==> config.mk <==
export PLATFORM = sky130hd
export DESIGN_NAME = iobc_ctrl
export DESIGN_NICKNAME = d
export VERILOG_FILES = /design/src/design/iobc_pkg.sv /design/src/design/iobc_ctrl.sv /design/src/design/iobc_reload_cnt.sv
export SDC_FILE = /design/constraint.sdc
export NUM_CORES = 1
export LEC_CHECK = 0
export BUFFER_PORTS_ARGS = -buffer_cell sky130_fd_sc_hd__buf_4
export CELL_PAD_IN_SITES_DETAIL_PLACEMENT = 2
export CELL_PAD_IN_SITES_GLOBAL_PLACEMENT = 2
export CORE_UTILIZATION = 36
export CTS_CLUSTER_DIAMETER = 40
export DETAILED_ROUTE_END_ITERATION = 16
export GPL_TIMING_DRIVEN = 1
export PLACE_DENSITY_LB_ADDON = 0.1
export SETUP_SLACK_MARGIN = 0.05
export SYNTH_ARGS = -nofsm -noshare
export SYNTH_HDL_FRONTEND = slang
export SYNTH_HIERARCHICAL = 1
export SYNTH_SLANG_ARGS = --single-unit
==> constraint.sdc <==
create_clock -name clk -period 5.7 [get_ports clk]
set_input_delay 0.285 -clock clk [delete_from_list [all_inputs] [get_ports clk]]
set_output_delay 0.285 -clock clk [all_outputs]
set_load 0.02 [all_outputs]
==> src/design/iobc_pkg.sv <==
package iobc_pkg;
    localparam int unsigned CLK_DIV = 4;
    localparam int unsigned INT_CYCLES = 2;
    localparam logic [3:0] WAIT_SLOW = 4'hA;
    localparam logic [3:0] WAIT_MED = 4'h6;
    localparam logic [3:0] WAIT_FAST = 4'h3;
    localparam logic [3:0] WAIT_SYNC = 4'h1;
    localparam logic [1:0] TYPE_SLOW = 2'h0;
    localparam logic [1:0] TYPE_MED = 2'h1;
    localparam logic [1:0] TYPE_FAST = 2'h2;
    localparam logic [1:0] TYPE_SYNC = 2'h3;
    localparam logic [2:0] BANK_INTERNAL = 3'h0;
    localparam logic [5:0] CTRL_RESET = 6'h3F;
    localparam logic [15:0] BAUD_RELOAD_RESET = 16'h0001;
    localparam logic [15:0] KBD_RELOAD_RESET = 16'h0001;
    localparam logic [3:0] OVERSAMPLE = 4'hF;
    localparam logic [3:0] HALF_BIT = 4'h7;
    localparam logic [3:0] TX_FRAME_BITS = 4'hB;
    typedef enum logic [1:0] {CYC_IDLE, CYC_WAIT, CYC_GRANT, CYC_DONE} iobc_cyc_t;
endpackage : iobc_pkg

==> src/design/iobc_ctrl.sv <==
`timescale 1ns/1ps
module iobc_ctrl import iobc_pkg::*; (
    // Clock and reset
    input wire logic clk,
    input wire logic sys_rst,
    // Clock outputs
    output logic clk_div4_out,
    output logic clk_inv_out,
    // System bus side
    input wire logic io_cycle_ask_n,
    input wire logic [1:0] cycle_type,
    input wire logic rd_wr_n,
    input wire logic chip_sel,
    input wire logic [2:0] bank_select,
    input wire logic [4:0] word_index,
    output logic io_grant_n_o,
    output logic io_grant_n_oe,
    output logic int_reg_sel,
    output logic [4:0] int_reg_index,
    // Buffer and peripheral control
    output logic data_latch_hold_n_o,
    output logic data_latch_hold_n_oe,
    output logic rd_buffer_en_n,
    output logic wr_buffer_en_n,
    output logic external_select_n,
    output logic [7:1] peripheral_select_n,
    output logic periph_rd_strobe_n,
    output logic periph_wr_strobe_n,
    // Reset pins
    input wire logic power_on_rst_n,
    input wire logic sys_rst_pin_i,
    output logic sys_rst_pin_o,
    output logic sys_rst_pin_oe,
    output logic warm_restart,
    // Interrupt pins
    input wire logic [7:0] level_int_in_n,
    input wire logic falling_int_in_n,
    input wire logic rising_int_in,
    input wire logic [1:0] fast_int_hi_in,
    input wire logic fast_int_lo_in,
    input wire logic [2:0] edge_clear,
    input wire logic [2:0] edge_mask,
    input wire logic [7:0] level_mask,
    input wire logic fast_mask,
    output logic [2:0] edge_status,
    output logic [2:0] edge_request,
    output logic [7:0] level_request,
    output logic fast_int_out_n,
    // Control pins
    input wire logic [5:0] control_prog,
    input wire logic [5:0] control_pins_i,
    output logic [5:0] control_pins_o,
    output logic [5:0] control_pins_oe,
    output logic [5:0] control_pins_rd,
    // Baud and keyboard
    input wire logic [15:0] baud_reload,
    input wire logic [15:0] kbd_reload,
    output logic baud_out,
    input wire logic kbd_serial_in,
    output logic [7:0] kbd_rx_data,
    output logic kbd_rx_ready,
    input wire logic kbd_tx_load,
    input wire logic [7:0] kbd_tx_data,
    output logic kbd_tx_done,
    output logic kbd_serial_out
);
    // ==========================================
    // State
    typedef struct packed {
        logic [1:0] div;
        logic div4;
        iobc_cyc_t cyc;
        logic [3:0] wcnt;
        logic internal;
        logic ext;
        logic rd;
        logic wr;
        logic [2:0] bank;
        logic grant;
        logic [13:0] s1;
        logic [13:0] s2;
        logic [2:0] edge_st;
        logic rise_prev;
        logic fall_prev;
        logic por_seen;
        logic rst_prev;
        logic warm;
        logic baud;
        logic rx_busy;
        logic [3:0] rx_ph;
        logic [3:0] rx_bit;
        logic [7:0] rx_sh;
        logic [7:0] rx_data;
        logic rx_rdy;
        logic tx_busy;
        logic [3:0] tx_ph;
        logic [3:0] tx_bit;
        logic [10:0] tx_sh;
        logic tx_done;
    } iobc_st_t;
    iobc_st_t st_r, st_nxt;

    logic tick4, baud_uf, kbd_uf;
    logic [7:0] lvl_s;
    logic fall_s, rise_s, por_s, rstpin_s, kin_s, flo_s;
    logic [1:0] fhi_s;
    logic [5:0] ctl_s;
    logic [3:0] wait_sel;

    // Second stage of the pin synchronisers
    assign {lvl_s, fall_s, rise_s, por_s, rstpin_s} = st_r.s2[11:0];
    assign kin_s = st_r.s2[12];
    assign flo_s = st_r.s2[13];
    assign tick4 = (st_r.div == 2'h3);

    // ==========================================
    // Timers for baud pin and keyboard rate
    iobc_reload_cnt u_baud_cnt (
        .clk(clk),
        .sys_rst(sys_rst),
        .tick(tick4),
        .reload(baud_reload),
        .underflow(baud_uf)
    );
    iobc_reload_cnt u_kbd_cnt (
        .clk(clk),
        .sys_rst(sys_rst),
        .tick(1'b1),
        .reload(kbd_reload),
        .underflow(kbd_uf)
    );

    // fast_int_hi_in and control pins are two-stage synchronised separately
    logic [1:0] fhi_m, fhi_q;
    logic [5:0] ctl_m, ctl_q;
    always_ff @(posedge clk or posedge sys_rst) begin
        if (sys_rst) begin
            fhi_m <= 2'h0;
            fhi_q <= 2'h0;
            ctl_m <= 6'h3F;
            ctl_q <= 6'h3F;
        end else begin
            fhi_m <= fast_int_hi_in;
            fhi_q <= fhi_m;
            ctl_m <= control_pins_i;
            ctl_q <= ctl_m;
        end
    end
    assign fhi_s = fhi_q;
    assign ctl_s = ctl_q;

    always_comb begin
        unique case (cycle_type)
            TYPE_SLOW: wait_sel = WAIT_SLOW;
            TYPE_MED: wait_sel = WAIT_MED;
            TYPE_FAST: wait_sel = WAIT_FAST;
            TYPE_SYNC: wait_sel = WAIT_SYNC;
        endcase
    end

    // ==========================================
    // Next state
    always_comb begin
        st_nxt = st_r;
        st_nxt.s1 = {fast_int_lo_in, kbd_serial_in, level_int_in_n, falling_int_in_n,
                     rising_int_in, power_on_rst_n, sys_rst_pin_i};
        st_nxt.s2 = st_r.s1;
        st_nxt.div = st_r.div + 2'h1;
        if (st_r.div[0]) begin
            st_nxt.div4 = ~st_r.div4;
        end
        st_nxt.grant = 1'b0;
        unique case (st_r.cyc)
            CYC_IDLE: begin
                // Memory cycles leave the ask high and are not seen here
                if (!io_cycle_ask_n) begin
                    st_nxt.rd = !rd_wr_n;
                    st_nxt.wr = rd_wr_n;
                    st_nxt.bank = bank_select;
                    st_nxt.internal = chip_sel && (bank_select == BANK_INTERNAL);
                    st_nxt.ext = chip_sel && (bank_select != BANK_INTERNAL);
                    if (!chip_sel) begin
                        // Another controller owns the cycle: buffers only, never a grant
                        st_nxt.cyc = CYC_DONE;
                    end else if (bank_select == BANK_INTERNAL) begin
                        st_nxt.cyc = CYC_GRANT;
                    end else begin
                        st_nxt.wcnt = wait_sel;
                        st_nxt.cyc = CYC_WAIT;
                    end
                end
            end
            CYC_WAIT: begin
                if (st_r.wcnt != 4'h0) begin
                    st_nxt.wcnt = st_r.wcnt - 4'h1;
                end else if (cycle_type != TYPE_SYNC || tick4) begin
                    st_nxt.cyc = CYC_GRANT;
                end
            end
            CYC_GRANT: begin
                st_nxt.grant = 1'b1;
                st_nxt.cyc = CYC_DONE;
            end
            CYC_DONE: begin
                // Ask back high, or the grant given in this cycle, closes the cycle
                if (io_cycle_ask_n || st_r.grant) begin
                    st_nxt.cyc = CYC_IDLE;
                    st_nxt.rd = 1'b0;
                    st_nxt.wr = 1'b0;
                    st_nxt.ext = 1'b0;
                    st_nxt.internal = 1'b0;
                end
            end
        endcase
        // Edge interrupts latch; the set wins over a clear in the same cycle
        st_nxt.fall_prev = fall_s;
        st_nxt.rise_prev = rise_s;
        st_nxt.edge_st = st_r.edge_st & ~edge_clear;
        if (st_r.fall_prev && !fall_s) begin
            st_nxt.edge_st[0] = 1'b1;
        end
        if (!st_r.rise_prev && rise_s) begin
            st_nxt.edge_st[1] = 1'b1;
        end
        if (!por_s) begin
            st_nxt.edge_st[2] = 1'b1;
        end
        // Warm restart seen only once power-on reset has gone away
        st_nxt.rst_prev = rstpin_s;
        st_nxt.por_seen = por_s;
        st_nxt.warm = st_r.por_seen && por_s && st_r.rst_prev && !rstpin_s;
        if (baud_uf) begin
            st_nxt.baud = ~st_r.baud;
        end
        // Receiver at 16x oversample, LSB first
        if (kbd_uf) begin
            if (!st_r.rx_busy) begin
                if (!kin_s) begin
                    st_nxt.rx_busy = 1'b1;
                    st_nxt.rx_ph = 4'h0;
                    st_nxt.rx_bit = 4'h0;
                end
            end else begin
                st_nxt.rx_ph = st_r.rx_ph + 4'h1;
                if (st_r.rx_ph == HALF_BIT) begin
                    if (st_r.rx_bit == 4'h0 && kin_s) begin
                        st_nxt.rx_busy = 1'b0; // Short false start
                    end else if (st_r.rx_bit == 4'h8) begin
                        st_nxt.rx_data = {kin_s, st_r.rx_sh[7:1]};
                        st_nxt.rx_rdy = 1'b1;
                        st_nxt.rx_busy = 1'b0;
                    end else if (st_r.rx_bit != 4'h0) begin
                        st_nxt.rx_sh = {kin_s, st_r.rx_sh[7:1]};
                    end
                end
                if (st_r.rx_ph == OVERSAMPLE) begin
                    st_nxt.rx_bit = st_r.rx_bit + 4'h1;
                end
            end
        end
        // Transmitter: start, 8 data LSB first, two stop bits
        st_nxt.tx_done = st_r.tx_done;
        if (kbd_uf && st_r.tx_busy) begin
            st_nxt.tx_ph = st_r.tx_ph + 4'h1;
            if (st_r.tx_ph == OVERSAMPLE) begin
                st_nxt.tx_sh = {1'b1, st_r.tx_sh[10:1]};
                st_nxt.tx_bit = st_r.tx_bit + 4'h1;
                if (st_r.tx_bit == TX_FRAME_BITS - 4'h1) begin
                    st_nxt.tx_busy = 1'b0;
                    st_nxt.tx_done = 1'b1;
                end
            end
        end
        if (kbd_tx_load) begin
            st_nxt.tx_sh = {2'b11, kbd_tx_data, 1'b0};
            st_nxt.tx_busy = 1'b1;
            st_nxt.tx_ph = 4'h0;
            st_nxt.tx_bit = 4'h0;
            st_nxt.tx_done = 1'b0;
        end
    end

    always_ff @(posedge clk or posedge sys_rst) begin
        if (sys_rst) begin
            st_r <= '0;
            st_r.cyc <= CYC_IDLE;
            // Idle pin levels, so no false edge follows reset
            st_r.s1 <= 14'h3FFB;
            st_r.s2 <= 14'h3FFB;
            st_r.fall_prev <= 1'b1;
            st_r.rst_prev <= 1'b1;
            st_r.tx_sh <= 11'h7FF;
        end else begin
            st_r <= st_nxt;
        end
    end

    // ==========================================
    // Outputs
    assign clk_div4_out = st_r.div4;
    assign clk_inv_out = ~clk;
    assign io_grant_n_o = 1'b0;
    assign io_grant_n_oe = st_r.grant;
    assign int_reg_sel = st_r.internal && st_r.grant;
    assign int_reg_index = word_index;
    // Transparent latch unless an external cycle is in progress
    assign data_latch_hold_n_o = 1'b0;
    assign data_latch_hold_n_oe = st_r.ext;
    assign rd_buffer_en_n = ~st_r.rd;
    assign wr_buffer_en_n = ~st_r.wr;
    assign external_select_n = ~st_r.ext;
    always_comb begin
        peripheral_select_n = 7'h7F;
        if (st_r.ext) begin
            peripheral_select_n[st_r.bank] = 1'b0;
        end
    end
    assign periph_rd_strobe_n = ~(st_r.ext && st_r.rd);
    assign periph_wr_strobe_n = ~(st_r.ext && st_r.wr);
    assign sys_rst_pin_o = 1'b0;
    assign sys_rst_pin_oe = ~por_s;
    assign warm_restart = st_r.warm;
    assign edge_status = st_r.edge_st;
    assign edge_request = st_r.edge_st & edge_mask;
    assign level_request = ~lvl_s & level_mask;
    assign fast_int_out_n = ~(fast_mask && (|fhi_s || !flo_s));
    assign control_pins_o = 6'h00;
    assign control_pins_oe = ~control_prog;
    assign control_pins_rd = ctl_s;
    assign baud_out = st_r.baud;
    assign kbd_rx_data = st_r.rx_data;
    assign kbd_rx_ready = st_r.rx_rdy;
    assign kbd_tx_done = st_r.tx_done;
    assign kbd_serial_out = st_r.tx_sh[0];

    // ==========================================
    // Checks
    a_grant_pulse: assert property (@(posedge clk) disable iff (sys_rst)
        io_grant_n_oe |=> !io_grant_n_oe) else $error("grant held too long");
    a_int_two_cyc: assert property (@(posedge clk) disable iff (sys_rst)
        (st_r.cyc == CYC_IDLE && !io_cycle_ask_n && chip_sel && bank_select == 3'h0)
        |=> ##1 io_grant_n_oe) else $error("internal access not two cycles");
    a_no_mem_cyc: assert property (@(posedge clk) disable iff (sys_rst)
        (st_r.cyc == CYC_IDLE && io_cycle_ask_n) |=> st_r.cyc == CYC_IDLE)
        else $error("memory cycle started io cycle");
    a_latch_ext: assert property (@(posedge clk) disable iff (sys_rst)
        data_latch_hold_n_oe == !external_select_n) else $error("latch mismatch");
    a_sel_onehot: assert property (@(posedge clk) disable iff (sys_rst)
        !external_select_n |-> $onehot(~peripheral_select_n))
        else $error("peripheral select not one-hot");
    a_buf_excl: assert property (@(posedge clk) disable iff (sys_rst)
        !(~rd_buffer_en_n && ~wr_buffer_en_n)) else $error("both buffers enabled");
    a_edge_sticky: assert property (@(posedge clk) disable iff (sys_rst)
        (edge_status[1] && !edge_clear[1]) |=> edge_status[1])
        else $error("edge status lost");
    a_baud_toggle: assert property (@(posedge clk) disable iff (sys_rst)
        baud_uf |=> baud_out != $past(baud_out)) else $error("baud not toggled");
    a_div4_period: assert property (@(posedge clk) disable iff (sys_rst)
        $rose(clk_div4_out) |=> clk_div4_out ##1 !clk_div4_out)
        else $error("divide by four wrong");
    c_int_cycle: cover property (@(posedge clk) disable iff (sys_rst)
        int_reg_sel);
    c_ext_slow: cover property (@(posedge clk) disable iff (sys_rst)
        io_grant_n_oe && !external_select_n && cycle_type == TYPE_SLOW);
    c_kbd_rx: cover property (@(posedge clk) disable iff (sys_rst) $rose(kbd_rx_ready));
    c_warm: cover property (@(posedge clk) disable iff (sys_rst) warm_restart);
endmodule : iobc_ctrl

==> src/design/iobc_reload_cnt.sv <==
`timescale 1ns/1ps
// ==========================================
// Reload down counter with tick enable
module iobc_reload_cnt import iobc_pkg::*; (
    // Clock and reset
    input wire logic clk,
    input wire logic sys_rst,
    // Control
    input wire logic tick,
    input wire logic [15:0] reload,
    // Event
    output logic underflow
);
    typedef struct packed {
        logic [15:0] cnt;
        logic uf;
    } iobc_cnt_st_t;
    iobc_cnt_st_t st_r, st_nxt;

    always_comb begin
        st_nxt = st_r;
        st_nxt.uf = 1'b0;
        if (tick) begin
            // A zero reload keeps reloading and never counts
            if (st_r.cnt <= 16'h0001) begin
                st_nxt.cnt = reload;
                st_nxt.uf = 1'b1;
            end else begin
                st_nxt.cnt = st_r.cnt - 16'h0001;
            end
        end
    end

    always_ff @(posedge clk or posedge sys_rst) begin
        if (sys_rst) begin
            st_r <= '0;
        end else begin
            st_r <= st_nxt;
        end
    end

    assign underflow = st_r.uf;

    a_uf_pulse: assert property (@(posedge clk) disable iff (sys_rst)
        !tick |=> !underflow) else $error("underflow without a tick");
endmodule : iobc_reload_cnt

==> flow_metrics.tcl <==
set metrics [dict create \
    synthArstFlopShare 1.00 \
    startpoint_type "clock port" \
    grt-ovfl-total 0 \
    core-area_um2 19000 \
    rsz0062_at_grt "false" \
    muxShareOfSynthArea 0.0534 \
    synth_top_family_by_area "simple AND/OR/NAND/NOR gates" \
    synth_ff_type "dfrtp_1" \
    grt_max_degree 62 \
    drt_first_iter_violations 188 \
    fillerInstances 1989 \
    ant_nets 0 \
    cts.clk_slew.worst_paths_ps 70 \
    syn_area_um2 7080 \
    synth_cells 651 \
    dr_total_vias 5496 \
    ys.warnings.count 6 \
    ys_ff_latch 148 \
    syn_avg_cell_area_um2 10.9 \
    cp.required_ps 5410 \
    htreeDepth 4 \
    min_from "rd_wr_n" \
    powerDensity_nw_per_um2 343 \
    grt_antenna_before_repair 0 \
    worstPathMaxFanout 16 \
    vdd_ir_drop_max_mv 0.268 \
    path_delay_family "buffers and inverters" \
    outcome "finished clean" \
    dpl.hpwl_mm 13.3 \
    layout_common_cells "buf_4, dfrtp_1, inv_1" \
    drv_slew 0 \
    vias_per_cell 5.08 \
    worst-setup-path-type "clock port to output port" \
    worst_slack_ps 1990 \
    grt_pass1_wl_mm 32.5 \
    drv_cap 0 \
    yosys-top-cells-area "dfrtp_1, dfstp_2, buf_4, ha_1, mux2_2" \
    whs_ps 52.3 \
    wl_mm 19.9 \
    reg2reg_from "u_baud_cnt/st_r[1]" \
    synth_compound_area_frac 0.142 \
    crit_start "clk" \
    insertedDiodeCount 0 \
    synth_top_area_cell "dfrtp_1" \
    synth-adder-area-share 0.0301 \
    yosys.area_share.simple 0.153 \
    critPathSlowestCell "clkbuf_16" \
    cts_tree "yes" \
    cts_hold_buf 23 \
    wl_per_cell_um 18.4 \
    clock_latency_ps 430 \
    p_leak_nw 4.17 \
    yosysTopAreaCellShare 0.350 \
    cp_common_cell "clkbuf_16" \
    synth_edf_count 0 \
    cts_buffer_depth 2 \
    dieWidth_um 142 \
    arrival_ps 3420 \
    tns_ps 0 \
    grt_use_total 0.209 \
    yosysSeqAreaShare 0.532 \
    portBuffers 151 \
    first_global_vias 6211 \
    synth_xor_area_frac 0.0111 \
    cts.repair.resized 0 \
    ys_types 73 \
    cts_root_buffer "clkbuf_16" \
    critPathCaptureType "output port" \
    final_util 0.477 \
    setup_viol 0 \
    area_growth_pct 28.2 \
    die_area_um2 20200 \
    cp_num_buf_inv 4 \
    relSlewSlack 0.385 \
    numCtsBuffers 17 \
    worstMarginPinSlew_ps 915 \
    hold_class "input port to flip-flop" \
    cts_setup_buffers 0 \
    mostFrequentLayoutCell "buf_4" \
    drt_pass1_iterations 5 \
    start_util 0.372 \
    fp.dieH_um 142 \
    cp_cell_sequence "clkbuf_16, clkbuf_16, inv_1, buf_4" \
    pin_count 171 \
    drc 0 \
    num_rows 50 \
    power.total_mw 3.12 \
    hold_viol_final 0 \
    pre_cts_ws_ps 2410 \
    drive_gt1_frac 0.349 \
    critical-path-max-stage-delay_ps 200 \
    final_nets 925 \
    finalWeightedCongestion 0.786 \
    finClkSkew_ps 12.8 \
]
worst paths after layout:
| path | endpoint | slack, ps | cells past startpoint |
|---|---|---|---|
| worst max-delay path | clk_inv_out | 1990 | 4 |
| worst min-delay path | st_r[89] | 50 | 2 |
| worst max register to register | u_baud_cnt/st_r[7] | 3330 | 7 |
| worst min register to register | lvl_s[0] | 340 | 0 |
| max in group asynchronous | kbd_tx_done | 3930 | 4 |
| min in group asynchronous | baud_out | 530 | 3 |
cell type report:
class | instances | area (um^2) | share of cell area
Clock buffer | 18 | 433 | 0.0477
Clock inverter | 16 | 164 | 0.0181
Inverter | 51 | 194 | 0.0214
Multi-Input combinational cell | 412 | 2810 | 0.309
Sequential cell | 148 | 3760 | 0.415
Tap cell | 260 | 325 | 0.0359
Timing Repair Buffer | 177 | 1390 | 0.153
report_power, final:
part	switching, mW	internal (mW)	total, mW	leakage (nW)
clock network	0.516	0.634	1.15	0.304
registers	0.138	1.18	1.32	1.74
logic	0.355	0.294	0.650	2.12
total	1.01	2.11	3.12	4.17
cells in the mapped netlist (all sizes together) (3+ instances only):
master / count
buf: 43
o2bb2ai: 6
nand2: 47
a32o: 3
inv: 52
a22oi: 6
xor2: 6
nor3b: 4
nor3: 13
o22ai: 11
a21oi: 35
o21ai: 45
nand2b: 3
nand4b: 3
nor2b: 12
and4: 3
a21o: 3
mux2: 19
xnor2: 3
and2: 5
a22o: 4
nand3: 24
clkbuf: 8
nor2: 41
nand4: 7
o211ai: 7
dfrtp: 99
dfstp: 49
o31ai: 5
mux2i: 16
and3: 10
nor4: 6
ha: 17
flip-flops by register name, indices dropped and copies added, names as in the netlist, 2 cells and up:
| register | count |
|---|---|
| kbd_rx_data | 8 |
| lvl_s | 8 |
| u_kbd_cnt/st_r | 16 |
| st_r | 51 |
| edge_status | 3 |
| fhi_q | 2 |
| control_pins_rd | 6 |
| ctl_m | 6 |
| u_baud_cnt/st_r | 16 |
| st_nxt | 14 |
| fhi_m | 2 |
worst register-to-register path, stage by stage (launching register included):
cell and delay, ps:
dfrtp_1 460, inv_1 90, ha_1 240, nor2_1 90
or4b_1 680, nor2_4 380, o21ai_0 160, a22oi_1 170
through the flow:
step	cell area, um^2	cells
finish	9070	1082
global route	9070	1082
CTS	9070	1082
floorplan	7120	663
detailed placement	8260	1027
global placement	8260	1027
routing by layer:
metal	wire length, um	vias up	global-route usage	part of all wire
met5	0	-	0	0
met4	323	0	0.0679	0.016
met3	678	28	0.0387	0.034
met2	11000	112	0.391	0.55
met1	7920	2785	0.238	0.40
li1	-	2571	-	-
cell families after synthesis:
| kind of cell | after synthesis |
|---|---|
| DFF | 148 |
| muxes | 35 |
| and+or+nand+nor | 189 |
| adders and majority gates | 17 |
| buffers and inverters | 103 |
| AOI/OAI and AO/OA | 148 |
| other | 2 |
| xor gates and xnor gates | 9 |
Note: power is estimated with default switching activity, not from simulation.
